==> src/cdio_pkg.sv <==
/*
 * Package for the crane drive I/O signal map: function codes, register map,
 * field positions and reset values.
 * Assumes a 32-bit APB register bus and one control clock.
 */
package cdio_pkg;
  // Terminal counts
  localparam int NUM_IN   = 12;  // Input function selectors
  localparam int NUM_OUT  = 7;   // Physical output terminals
  localparam int NUM_REL  = 10;  // Seven digital-output plus three relay-output selectors
  localparam int NUM_OSEL = NUM_OUT + NUM_REL;

  // Input function codes
  localparam logic [7:0] FN_LIMIT_DOG  = 8'h6b;  // 107
  localparam logic [7:0] FN_FORK_SEL   = 8'h6c;  // 108
  localparam logic [7:0] FN_FEED_SW    = 8'h6d;  // 109
  localparam logic [7:0] FN_ACCEL_PAT  = 8'h6e;  // 110
  localparam logic [7:0] FN_ESTOP      = 8'h6f;  // 111
  localparam logic [7:0] FN_LIMIT_DOG2 = 8'h70;  // 112
  localparam logic [7:0] FN_EXT_MODE   = 8'h71;  // 113

  // Output function codes, positive logic; negative logic adds NEG_OFS
  localparam logic [8:0] FN_BRAKE_OPEN = 9'h014;  // 20
  localparam logic [8:0] FN_SYS_FAIL   = 9'h0e7;  // 231
  localparam logic [8:0] FN_POS_WINDOW = 9'h0e9;  // 233
  localparam logic [8:0] NEG_OFS       = 9'h064;  // 100

  // Register byte offsets
  localparam logic [11:0] ADR_IN_SEL   = 12'h000;  // 12 words, one per input terminal
  localparam logic [11:0] ADR_OUT_SEL  = 12'h040;  // 17 words, terminals then relays
  localparam logic [11:0] ADR_CTRL     = 12'h0a0;
  localparam logic [11:0] ADR_WIDTH    = 12'h0a4;
  localparam logic [11:0] ADR_TARGET   = 12'h0a8;
  localparam logic [11:0] ADR_STATUS   = 12'h0ac;
  localparam logic [11:0] ADR_IRQ_STAT = 12'h0b0;
  localparam logic [11:0] ADR_IRQ_CLR  = 12'h0b4;
  localparam logic [11:0] ADR_IRQ_EN   = 12'h0b8;

  // Control register bits
  localparam int CTRL_LIM_FAULT_EN = 0;  // Limit dog failure detection in speed feed
  localparam int CTRL_FAIL_CLR     = 1;  // Write 1 to reset the latched system failure

  // Interrupt event bits
  localparam int EV_FAIL   = 0;  // System failure detected
  localparam int EV_BRAKE  = 1;  // Brake-open request rose
  localparam int EV_WINDOW = 2;  // Position entered window
  localparam int NUM_EV    = 3;

  // Reset values
  localparam logic [7:0]  IN_SEL_RST  = 8'h00;
  localparam logic [8:0]  OUT_SEL_RST = 9'h000;
  localparam logic [31:0] WORD_RST    = 32'h0000_0000;

  typedef enum logic [1:0] {
    CDIO_STANDARD,
    CDIO_FORK,
    CDIO_POS_FEED,
    CDIO_SPEED_FEED
  } cdio_mode_t;
endpackage : cdio_pkg

==> src/cdio_map.sv <==
/*
 * Crane drive I/O signal map: routes synchronised input terminals to the
 * dedicated logistics functions, derives the operating mode, detects system
 * failures, and drives output terminals and sequence relays with selectable
 * polarity. Registers sit behind an APB slave.
 * Assumes pclk at 40 MHz; terminal and switch inputs are asynchronous pins,
 * flux, limit-hit and position inputs come from logic on pclk.
 */
`timescale 1ns/10ps
`default_nettype none

// Notes on behaviour
// - Each input terminal selector takes a code 107..113 and routes that terminal's level to the chosen function.
// - Codes 107 and 112 enable or disable limit dog detection 1 and 2 by the level of their input.
// - Code 108 picks full-closed control when inactive and fork control when active.
// - Code 109 switches between position feed and speed feed.
// - Code 110 picks the acceleration and deceleration pattern while full-closed control is active.
// - Code 111 turning on is a crane emergency stop and counts as a system failure.
// - Code 113 picks extended or standard mode and is honoured in every mode.
// - Inputs are honoured only in their valid modes as the mode table gives.
// - In speed feed, limit dog failure detection applies only when its enable setting is on.
// - Each output selector takes a function code for positive logic or the code plus 100 for negative logic.
// - Each function assigned to a digital-output or relay-output selector is written to its sequence relay.
// - Brake-open request turns on when flux reaches its value after pre-excitation or start turns on; the code holds it off outside full-closed control.
// - System failure output is on whenever any system failure has been detected; the code holds it off in standard mode.
// - Position window output is on while the position is within target plus or minus the detection width; the code holds it off outside position feed.
module cdio_map
  import cdio_pkg::*;
(
  input  wire  logic                       pclk,                   // Control clock, 40 MHz
  input  wire  logic                       presetn,                // Asynchronous reset, active low
  input  wire  logic                       psel,                   // APB select
  input  wire  logic                       penable,                // APB access phase
  input  wire  logic                       pwrite,                 // APB direction
  input  wire  logic [11:0]                paddr,                  // APB byte address
  input  wire  logic [31:0]                pwdata,                 // APB write data
  output logic       [31:0]                prdata,                 // APB read data
  output logic                             pready,                 // APB ready
  output logic                             pslverr,                // APB error on unmapped address
  input  wire  logic [cdio_pkg::NUM_IN-1:0] in_term,               // Configurable input terminals
  input  wire  logic                       pre_excitation_input,   // Pre-excitation pin
  input  wire  logic                       start_input,            // Start pin
  input  wire  logic                       flux_reached,           // Estimated flux at specified value
  input  wire  logic                       limit_hit1,             // Limit dog 1 position hit
  input  wire  logic                       limit_hit2,             // Limit dog 2 position hit
  input  wire  logic signed [31:0]         current_position,       // Current crane position
  output logic [cdio_pkg::NUM_OUT-1:0]     out_term,               // Output terminals
  output logic [cdio_pkg::NUM_REL-1:0]     seq_relay,              // Sequence-program relays
  output logic                             accel_pattern_sel,      // Alternate accel pattern in use
  output logic [1:0]                       op_mode,                // Current operating mode
  output logic                             irq                     // Level interrupt
);
  import cdio_pkg::*;

  typedef struct packed {
    logic [NUM_IN-1:0][7:0]   in_sel;
    logic [NUM_OSEL-1:0][8:0] out_sel;
    logic                     lim_fault_en;
    logic [31:0]              pos_width;
    logic [31:0]              target;
    logic [NUM_EV-1:0]        irq_stat;
    logic [NUM_EV-1:0]        irq_en;
    logic [NUM_IN-1:0]        in_m;        // First synchroniser stage
    logic [NUM_IN-1:0]        in_s;        // Second synchroniser stage
    logic [1:0]               pin_m;
    logic [1:0]               pin_s;
    logic                     exc_seen;    // Pre-excitation or start seen
    logic                     brake;
    logic                     fail;
    logic                     window;
    logic                     estop_prev;
    logic [NUM_OUT-1:0]       outs;
    logic [NUM_REL-1:0]       relays;
    logic                     accel;
    logic                     ack;
    logic [31:0]              rdata;
    logic                     err;
  } cdio_state_t;

  cdio_state_t s_q;
  cdio_state_t s_d;

  // Level of the function with this code; an unassigned code stays off
  function automatic logic fn_level(input logic [NUM_IN-1:0][7:0] sel,
                                    input logic [NUM_IN-1:0] lvl,
                                    input logic [7:0] code);
    logic r;
    r = 1'b0;
    for (int i = 0; i < NUM_IN; i++) begin
      if (sel[i] == code) begin
        r = r | lvl[i];
      end
    end
    return r;
  endfunction : fn_level

  // Drive level of one output selector; unknown codes drive low
  function automatic logic out_level(input logic [8:0] code, input logic brk,
                                     input logic fl, input logic win);
    logic r;
    r = 1'b0;
    if (code == FN_BRAKE_OPEN) r = brk;
    else if (code == FN_SYS_FAIL) r = fl;
    else if (code == FN_POS_WINDOW) r = win;
    else if (code == FN_BRAKE_OPEN + NEG_OFS) r = !brk;
    else if (code == FN_SYS_FAIL + NEG_OFS) r = !fl;
    else if (code == FN_POS_WINDOW + NEG_OFS) r = !win;
    return r;
  endfunction : out_level

  logic             f_dog1;
  logic             f_fork;
  logic             f_feed;
  logic             f_accel;
  logic             f_estop;
  logic             f_dog2;
  logic             f_ext;
  cdio_mode_t       mode;
  logic             full_closed;
  logic             estop_ok;
  logic             lim_fault;
  logic             fail_now;
  logic             brake_now;
  logic             win_now;
  logic signed [32:0] pos_diff;
  logic [32:0]      pos_abs;
  logic             wr;
  logic             rd_access;
  logic [11:0]      woff;
  logic [NUM_EV-1:0] ev;

  // Dedicated input functions, read only from the second sync stage
  always_comb begin
    f_dog1  = fn_level(s_q.in_sel, s_q.in_s, FN_LIMIT_DOG);
    f_fork  = fn_level(s_q.in_sel, s_q.in_s, FN_FORK_SEL);
    f_feed  = fn_level(s_q.in_sel, s_q.in_s, FN_FEED_SW);
    f_accel = fn_level(s_q.in_sel, s_q.in_s, FN_ACCEL_PAT);
    f_estop = fn_level(s_q.in_sel, s_q.in_s, FN_ESTOP);
    f_dog2  = fn_level(s_q.in_sel, s_q.in_s, FN_LIMIT_DOG2);
    f_ext   = fn_level(s_q.in_sel, s_q.in_s, FN_EXT_MODE);
  end

  // Mode decode; the extended-mode input is honoured everywhere, so it gates the rest
  always_comb begin
    if (!f_ext) begin
      mode = CDIO_STANDARD;
    end else if (f_fork) begin
      mode = CDIO_FORK;
    end else if (f_feed) begin
      mode = CDIO_SPEED_FEED;
    end else begin
      mode = CDIO_POS_FEED;
    end
    full_closed = (mode == CDIO_POS_FEED) || (mode == CDIO_SPEED_FEED);
  end

  // Failure sources and validity by mode
  always_comb begin
    estop_ok  = (mode != CDIO_STANDARD) && f_estop;
    lim_fault = full_closed && (mode == CDIO_POS_FEED || s_q.lim_fault_en)
                && ((f_dog1 && limit_hit1) || (f_dog2 && limit_hit2));
    // Emergency stop counts on its turn-on edge so a held switch cannot mask a clear
    fail_now  = (estop_ok && !s_q.estop_prev) || lim_fault;
  end

  // Position window: 33-bit difference so no wrap at the range ends
  always_comb begin
    pos_diff = 33'(current_position) - 33'(signed'(s_q.target));
    pos_abs  = pos_diff[32] ? 33'(-pos_diff) : 33'(pos_diff);
    win_now  = (mode == CDIO_POS_FEED) && (pos_abs <= {1'b0, s_q.pos_width});
    brake_now = full_closed && s_q.exc_seen && flux_reached;
  end

  // APB decode; writes land at the edge where pready is seen high
  always_comb begin
    rd_access = psel && penable && !s_q.ack;
    wr        = psel && penable && s_q.ack && pwrite;
    woff      = paddr - ADR_OUT_SEL;
  end

  // Next-state logic
  always_comb begin
    s_d = s_q;
    // Two-flop synchronisers for pins
    s_d.in_m  = in_term;
    s_d.in_s  = s_q.in_m;
    s_d.pin_m = {start_input, pre_excitation_input};
    s_d.pin_s = s_q.pin_m;

    // Excitation command seen; dropping both commands ends the request
    s_d.exc_seen   = |s_q.pin_s;
    s_d.brake      = brake_now;
    s_d.window     = win_now;
    s_d.estop_prev = estop_ok;
    s_d.accel      = full_closed && f_accel;

    // Latched failure: a new detection wins over a software clear
    if (wr && paddr == ADR_CTRL && pwdata[CTRL_FAIL_CLR]) begin
      s_d.fail = 1'b0;
    end
    if (fail_now) begin
      s_d.fail = 1'b1;
    end

    // Output terminals and relays; system failure is invalid in standard mode
    for (int i = 0; i < NUM_OUT; i++) begin
      s_d.outs[i] = out_level(s_q.out_sel[i], s_q.brake,
                              s_q.fail && mode != CDIO_STANDARD, s_q.window);
    end
    for (int i = 0; i < NUM_REL; i++) begin
      s_d.relays[i] = out_level(s_q.out_sel[NUM_OUT+i], s_q.brake,
                                s_q.fail && mode != CDIO_STANDARD, s_q.window);
    end

    // Interrupt events: rising edges of the three functions
    ev = '0;
    ev[EV_FAIL]   = fail_now && !s_q.fail;
    ev[EV_BRAKE]  = brake_now && !s_q.brake;
    ev[EV_WINDOW] = win_now && !s_q.window;

    // APB handshake and read data capture
    s_d.ack = rd_access;
    if (rd_access) begin
      s_d.err   = 1'b0;
      s_d.rdata = WORD_RST;
      if (paddr[1:0] != 2'b00) begin
        s_d.err = 1'b1;
      end else if (paddr < ADR_IN_SEL + 12'(4 * NUM_IN)) begin
        s_d.rdata = {24'h000000, s_q.in_sel[paddr[5:2]]};
      end else if (paddr >= ADR_OUT_SEL && paddr < ADR_OUT_SEL + 12'(4 * NUM_OSEL)) begin
        s_d.rdata = {23'h0, s_q.out_sel[woff[6:2]]};
      end else begin
        unique case (paddr)
          ADR_CTRL:     s_d.rdata = {31'h0, s_q.lim_fault_en};
          ADR_WIDTH:    s_d.rdata = s_q.pos_width;
          ADR_TARGET:   s_d.rdata = s_q.target;
          ADR_STATUS:   s_d.rdata = {6'h00, s_q.relays, 1'b0, s_q.outs, 2'b00,
                                     s_q.accel, s_q.window, s_q.brake, s_q.fail, op_mode};
          ADR_IRQ_STAT: s_d.rdata = {29'h0, s_q.irq_stat};
          ADR_IRQ_CLR:  s_d.rdata = WORD_RST;
          ADR_IRQ_EN:   s_d.rdata = {29'h0, s_q.irq_en};
          default:      s_d.err   = 1'b1;
        endcase
      end
    end

    // Register writes
    if (wr && !s_q.err) begin
      if (paddr < ADR_IN_SEL + 12'(4 * NUM_IN)) begin
        s_d.in_sel[paddr[5:2]] = pwdata[7:0];
      end else if (paddr >= ADR_OUT_SEL && paddr < ADR_OUT_SEL + 12'(4 * NUM_OSEL)) begin
        s_d.out_sel[woff[6:2]] = pwdata[8:0];
      end else begin
        unique case (paddr)
          ADR_CTRL:   s_d.lim_fault_en = pwdata[CTRL_LIM_FAULT_EN];
          ADR_WIDTH:  s_d.pos_width    = pwdata;
          ADR_TARGET: s_d.target       = pwdata;
          ADR_IRQ_CLR: s_d.irq_stat    = s_q.irq_stat & ~pwdata[NUM_EV-1:0];
          ADR_IRQ_EN: s_d.irq_en       = pwdata[NUM_EV-1:0];
          default: ;
        endcase
      end
    end
    // Events are set after the clear so a coincident event is kept
    s_d.irq_stat = s_d.irq_stat | ev;
  end

  // State register
  always_ff @(posedge pclk or negedge presetn) begin
    if (!presetn) begin
      s_q <= '0;
      for (int i = 0; i < NUM_IN; i++) begin
        s_q.in_sel[i] <= IN_SEL_RST;
      end
      for (int i = 0; i < NUM_OSEL; i++) begin
        s_q.out_sel[i] <= OUT_SEL_RST;
      end
    end else begin
      s_q <= s_d;
    end
  end

  // Outputs
  assign prdata            = s_q.rdata;
  assign pready            = s_q.ack;
  assign pslverr           = s_q.ack && s_q.err;
  assign out_term          = s_q.outs;
  assign seq_relay         = s_q.relays;
  assign accel_pattern_sel = s_q.accel;
  assign op_mode           = mode;
  assign irq               = |(s_q.irq_stat & s_q.irq_en);
endmodule : cdio_map

`default_nettype wire

==> config.mk <==
export PLATFORM = sky130hd
export DESIGN_NAME = cdio_map
export DESIGN_NICKNAME = d
export VERILOG_FILES = /design/src/cdio_pkg.sv /design/src/cdio_map.sv
export SDC_FILE = /design/constraint.sdc
export NUM_CORES = 1
export LEC_CHECK = 0
export ABC_AREA = 1
export BUFFER_PORTS_ARGS = -buffer_cell sky130_fd_sc_hd__buf_4
export CAP_MARGIN = 25
export CORE_UTILIZATION = 60
export DETAILED_ROUTE_END_ITERATION = 8
export PLACE_DENSITY_LB_ADDON = 0.12
export RECOVER_POWER = 100
export SLEW_MARGIN = 20
export SYNTH_ARGS = -nofsm -noshare
export SYNTH_HDL_FRONTEND = slang
export SYNTH_SLANG_ARGS = --single-unit
==> constraint.sdc <==
create_clock -name pclk -period 9.9 [get_ports pclk]
set_input_delay 0.99 -clock pclk [delete_from_list [all_inputs] [get_ports pclk]]
set_output_delay 0.99 -clock pclk [all_outputs]
set_load 0.01 [all_outputs]
# Word-level counts from Yosys, hierarchy flattened
# Cells that the tools add are included.
word_totals:
  latchBits: 0
  ff_bits: 405
  output_inout_bits: 55
  elab_cells: 601
  ram_bits: 0
  input_bits: 98
  rom_bits: 0
  mem_count: 0
op_classes:
  shift: 0
  n_reduce_logical: 48
  eq_ne: 195
  n_mux: 215
  order_cmp: 8
  bitwise: 83
  n_mul: 0
  n_addsub: 3
  n_div: 0
op_table:
  columns: ["cell", "count"]
  rows:
  - ["equality test 8 x 7 -> 1 bit, second input constant", 84]
  - ["equality test 9 x 8 -> 1 bit, second input constant", 34]
  - ["equality test 9 bit, second input constant", 34]
  - ["two-way mux 1 bit", 193]
  - ["case mux 32 bit (6 select lines)", 1]
  - ["bitwise mux 153 bit", 1]
  - ["equality test 9 x 5 -> 1 bit, second input constant", 17]
  - ["equality test 9 x 7 -> 1 bit, second input constant", 17]
  - ["bitwise mux 96 bit", 1]
  - ["two-way mux 32 bit", 3]
  - ["equality test 12 x 8 -> 1 bit, second input constant", 7]
  - ["bitwise OR 1 bit", 77]
  - ["binary-select mux 9 bit (select 5 bit)", 1]
  - ["demux 9 bit (select 5 bit)", 1]
  - ["less-or-equal comparator 33 x 32 -> 1 bit", 1]
  - ["two-way mux 33 bit", 1]
  - ["negation 33 bit", 1]
  - ["subtractor 32 x 32 -> 33 bit", 1]
  - ["binary-select mux 8 bit (select 4 bit)", 1]
  - ["demux 8 bit (select 4 bit)", 1]
  - ["logical AND 1 bit", 25]
  - ["two-way mux 6 bit", 3]
  - ["two-way mux 9 bit", 2]
  - ["two-way mux 8 bit", 2]
  - ["24 further kinds", 43]

# Longest topological paths before layout
depth:
  word_depth: 35
  ltp_mapped: 39
  depth_no_buf: 38

# Worst setup path after synthesis
# Ideal clock, no wire load.
synth_timing:
  kind: "input to register"
  from: "in current_position[0]"
  to: "reg s_q[53] (netlist bit)"
  stages: 30
  setup_ns: 0.119
  required_ns: 9.781
  arrival_ns: 4.359
  n_path_buf: 0
  slack_ns: 5.422
  path_cell_list: "inv_1 -> ha_1 -> inv_1 -> fa_1 -> inv_1 -> ha_1 -> inv_1 -> nor2_1 -> nand2_1 -> nor2_1 -> nand2_1 -> nor2_1 -> nand3_1 -> nor2_1 -> nand3_1 -> o21ai_0 -> nand2_1 -> nand2_1 -> inv_1 -> ha_1 -> nand2_1 -> nor4_1 -> nand2_1 -> nand2_1 -> nand2_1 -> nand2_1 -> nand2_1 -> nand2_1 -> a21oi_1 -> and2_1"
synth_rtl:
  columns: ["item", "line", "source"]
  rows:
  - ["from (decl)", "cdio_map.sv:46", "input wire logic signed [31:0] current_position,"]
  - ["to (decl)", "cdio_map.sv:80", "cdio_state_t s_q;"]

# Final worst setup path
layout_timing:
  from: "in paddr[3]"
  to: "reg s_q, in the netlist prdata[5]"
layout_between:
  elab_chain_len: 6
layout_lines:
  columns: ["item", "line", "source"]
  rows:
  - ["from (decl)", "cdio_map.sv:35", "input wire logic [11:0] paddr,"]
  - ["subtractor 7 bit", "cdio_map.sv:178", "woff = paddr - ADR_OUT_SEL;"]
  - ["binary-select mux 9 bit (select 5 bit)", "cdio_map.sv:231", "s_d.rdata = {23'h0, s_q.out_sel[woff[6:2]]};"]
  - ["two-way mux 9 bit (implied by the code)", "cdio_map.sv:231", null]
  - ["two-way mux 32 bit", "cdio_map.sv:230", "end else if (paddr >= ADR_OUT_SEL && paddr < ADR_OUT_SEL + 12'(4 * NUM_OSEL)) begin"]
  - ["two-way mux 32 bit *", "cdio_map.sv:228", "end else if (paddr < ADR_IN_SEL + 12'(4 * NUM_IN)) begin"]
  - ["two-way mux 32 bit *", "cdio_map.sv:226", "if (paddr[1:0] != 2'b00) begin"]
# Every way passes the cells marked *; elsewhere a longest branch is shown, timed or not. The select of a mux whose other input is x is not followed.
# A chain may end at the register's enable or synchronous reset.

==> results by group <==
Drt
  • Final ANT Viol Nets: 0
  • Starting DRT DRC Count: 3392
  • Routed WL: 89.8 mm
  • WL per Instance: 22.0 um
  • Post-route DRC: 0
  • Pre-antenna DRT Iters: 8
  • DR vias/cell: 6.30
  • Via count: 25661

Synthesis
  • Top-area cell type share of the netlist area: 0.406
  • Syn nets: 3619
  • Sequential cell area fraction in the yosys report: 0.406
  • Yosys reg bits: 405
  • Synth cell count leaders: nand2_1 (857), inv_1 (447), dfrtp_1 (405)
  • Mapped cell area: 25000 um^2
  • Yosys top cell by area: dfrtp_1
  • Ranking of synthesized cells by area: dfrtp_1 (41%), nand2_1 (13%), inv_1 (6.7%), o21ai_0 (5.9%), nor2_1 (4.0%)
  • Ys async rst share: 1.00
  • Count leader, synth: nand2_1
  • Unique masters post-synth: 63
  • Synth Instances: 3455
  • Synth warnings: 0
  • Post-synth EDFFs: 0
  • Top FF cell, synth: dfrtp_1
  • Syn avg cell area: 7.22 um^2

Floorplan
  • Core region area: 40900 um^2
  • Chip width: 206 um
  • Io pins: 153
  • Initial Utilization: 0.610
  • Die area: 42400 um^2
  • Row count: 74
  • Die span in y: 206 um

Placement
  • Port buffer count: 152
  • Detail Placement HPWL: 64.8 mm
  • Dpl ws: 4290 ps
  • Placed inst area: 26100 um^2
  • Routability cong.: 1.08

Power
  • Sequential share of power: 0.450
  • Power density cells: 136 nW/um^2
  • Combinational Power Share: 0.114
  • Sw Share: 0.272
  • LEAKAGE: 12.2 nW
  • Clock power share: 0.436
  • P_int: 2.70 mW
  • NetSw: 1.01 mW
  • Pwr Total: 3.71 mW
  • Peak VDD IR: 0.148 mV

Timing
  • Fmax: 131 MHz
  • RSZ-0062 raised after global routing: false
  • Setup slack after layout: 2270 ps
  • Slew @ Worst Pin: 5650 ps
  • Setup Skew: 21.4 ps
  • Slew margin rel.: -2.76
  • Final Hold Viols: 0
  • Final period util: 0.771
  • Max Transition Viols Final: 277
  • Setup total negative slack: 0 ps
  • Crit path time final: 7630 ps
  • Endpoints failing setup: 0

Clock network
  • CTS Hold Bufs: 0
  • H-tree Lvls: 2
  • CTS clk-pin slew, worst paths: 70 ps
  • Setup Fix Bufs, Post-CTS: 0
  • Clk buf depth: 3
  • Clock Latency Late Sink: 590 ps
  • Cts bufs inserted: 45
  • CTS sink cnt: 405
  • CTS Root Cell: clkbuf_16
  • CTS tree: done
  • Resize count post-CTS: 0

Critical path
  • Crit-path cells: buf_4 > nor2_1 > clkinvlp_2 > nor2_4 > nand2_4 > a211oi_4 > inv_2 > nand2_1 > clkinv_1 > o2111ai_1 > o2111ai_1 > nand2_1
  • WP data required: 10410 ps
  • CP arrival: 8150 ps
  • CP startpoint: paddr[3]
  • Crit start category: primary input
  • Kind of critical path: in2reg
  • Slowest cell on crit path: clkinvlp_2
  • WP buf/inv: 4
  • Slowest Stage Delay on Critical Path: 2670 ps
  • Crit-path leading delay family: buffers and inverters
  • Worst R2R Start: s_q[91]
  • CP max FO: 51
  • Worst setup EP type: register

Global route
  • Overall Global Routing Usage: 0.424
  • Vias in the first global route: 23845
  • Largest net degree at the start of global routing: 186
  • Grt total ovfl: 0
  • First-pass GRT wire length: 136 mm
  • Initial antenna violation count: 3

Final layout
  • Layout Nets: 3672
  • Fraction of layout cells with a size suffix above 1: 0.0579
  • Post-Route Utilization: 0.665
  • Area Growth Syn to Fin: 8.97%
  • Final Instance Area: 27200 um^2

Run
  • Max Cap Viol: 8

Status
  • Status: finished, violations left
  • Failing checks: capacitance limit, slew limit

Min path
  • Hold Path Class: reg2reg
  • Hold path start: s_d[67]
-- cell type report --
cell class,instances,area (um^2)
Inverter,458,1730
Clock inverter,16,128
Fill cell,3626,13700
Sequential cell,405,10100
Antenna cell,3,7.51
Tap cell,532,666
Clock buffer,63,1250
Multi-Input combinational cell,2424,12200
Timing Repair Buffer,174,1090
-- registers in the layout, indices dropped and copies added (netlist names) --
register / count
accel_pattern_sel: 1
out_term: 7
prdata: 32
pready: 1
s_d: 14
s_q: 340
seq_relay: 10
-- metrics by stage --
step	std cells	hold slack [ps]
2_1_floorplan	3455	331
4_1_cts	4072	346
6_report	4075	345
3_3_place_gp	3991	332
5_1_grt	4073	349
3_5_place_dp	3993	335
-- layer usage --
| metal | GRT usage | up-vias | share of wire |
|---|---|---|---|
| li1 | - | 11662 | - |
| met2 | 0.646 | 1618 | 0.44 |
| met3 | 0.0900 | 347 | 0.12 |
| met4 | 0.237 | 2 | 0.057 |
| met5 | 0 | - | 0.00017 |
| met1 | 0.562 | 12032 | 0.38 |
-- power groups by stage --
stage,Combinational (mW),Clock [mW],Sequential (mW)
2_1_floorplan,0.239,0,1.70
3_3_place_gp,0.405,0,1.70
3_5_place_dp,0.414,0,1.70
4_1_cts,0.417,1.62,1.67
5_1_grt,0.465,1.68,1.67
6_report,0.425,1.62,1.67
-- cell usage in the layout, fill, tap and decap left out, types with 9 or more instances in the layout --
| cell type | n |
|---|---|
| a221oi_1 | 24 |
| clkbuf_16 | 45 |
| ha_1 | 65 |
| clkinv_2 | 9 |
| o21ai_0 | 424 |
| o221ai_1 | 12 |
| clkbuf_4 | 16 |
| nand3_1 | 183 |
| dfrtp_1 | 405 |
| clkbuf_1 | 74 |
| nor4_1 | 43 |
| a21oi_1 | 77 |
| nand3b_1 | 16 |
| a211oi_1 | 9 |
| nand2_1 | 871 |
| o21ai_1 | 22 |
| o22ai_1 | 102 |
| nor2_1 | 265 |
| nand4_1 | 113 |
| o2111ai_1 | 13 |
| xor2_1 | 15 |
| inv_1 | 441 |
| buf_4 | 94 |
| nor3_1 | 79 |
-- path summary, 6_finish.rpt --
| kind | endpoint | slack (ps) | cells past startpoint |
|---|---|---|---|
| worst min-delay path | s_q[67] | 350 | 0 |
| max in group asynchronous | out_term[0] | 4270 | 1 |
| min in group asynchronous | s_q[118] | 2480 | 1 |
| worst max-delay path | prdata[5] | 2270 | 12 |
| worst max register to register | s_q[90] | 4650 | 31 |
| worst min register to register | s_q[67] | 350 | 0 |
-- cell families (layout without fill, tap and decap cells) --
kind of cell / Yosys count / count (layout) / synth area share
DFF: 405 / 405 / 0.406
AOI/OAI and AO/OA: 739 / 739 / 0.169
xor gates and xnor gates: 23 / 23 / 0.00807
and+or+nand+nor: 1596 / 1596 / 0.280
buffers and inverters: 626 / 711 / 0.103
adders and majority gates: 66 / 66 / 0.0334
other: 0 / 3 / 0
Power figures use the tool's default switching activity.
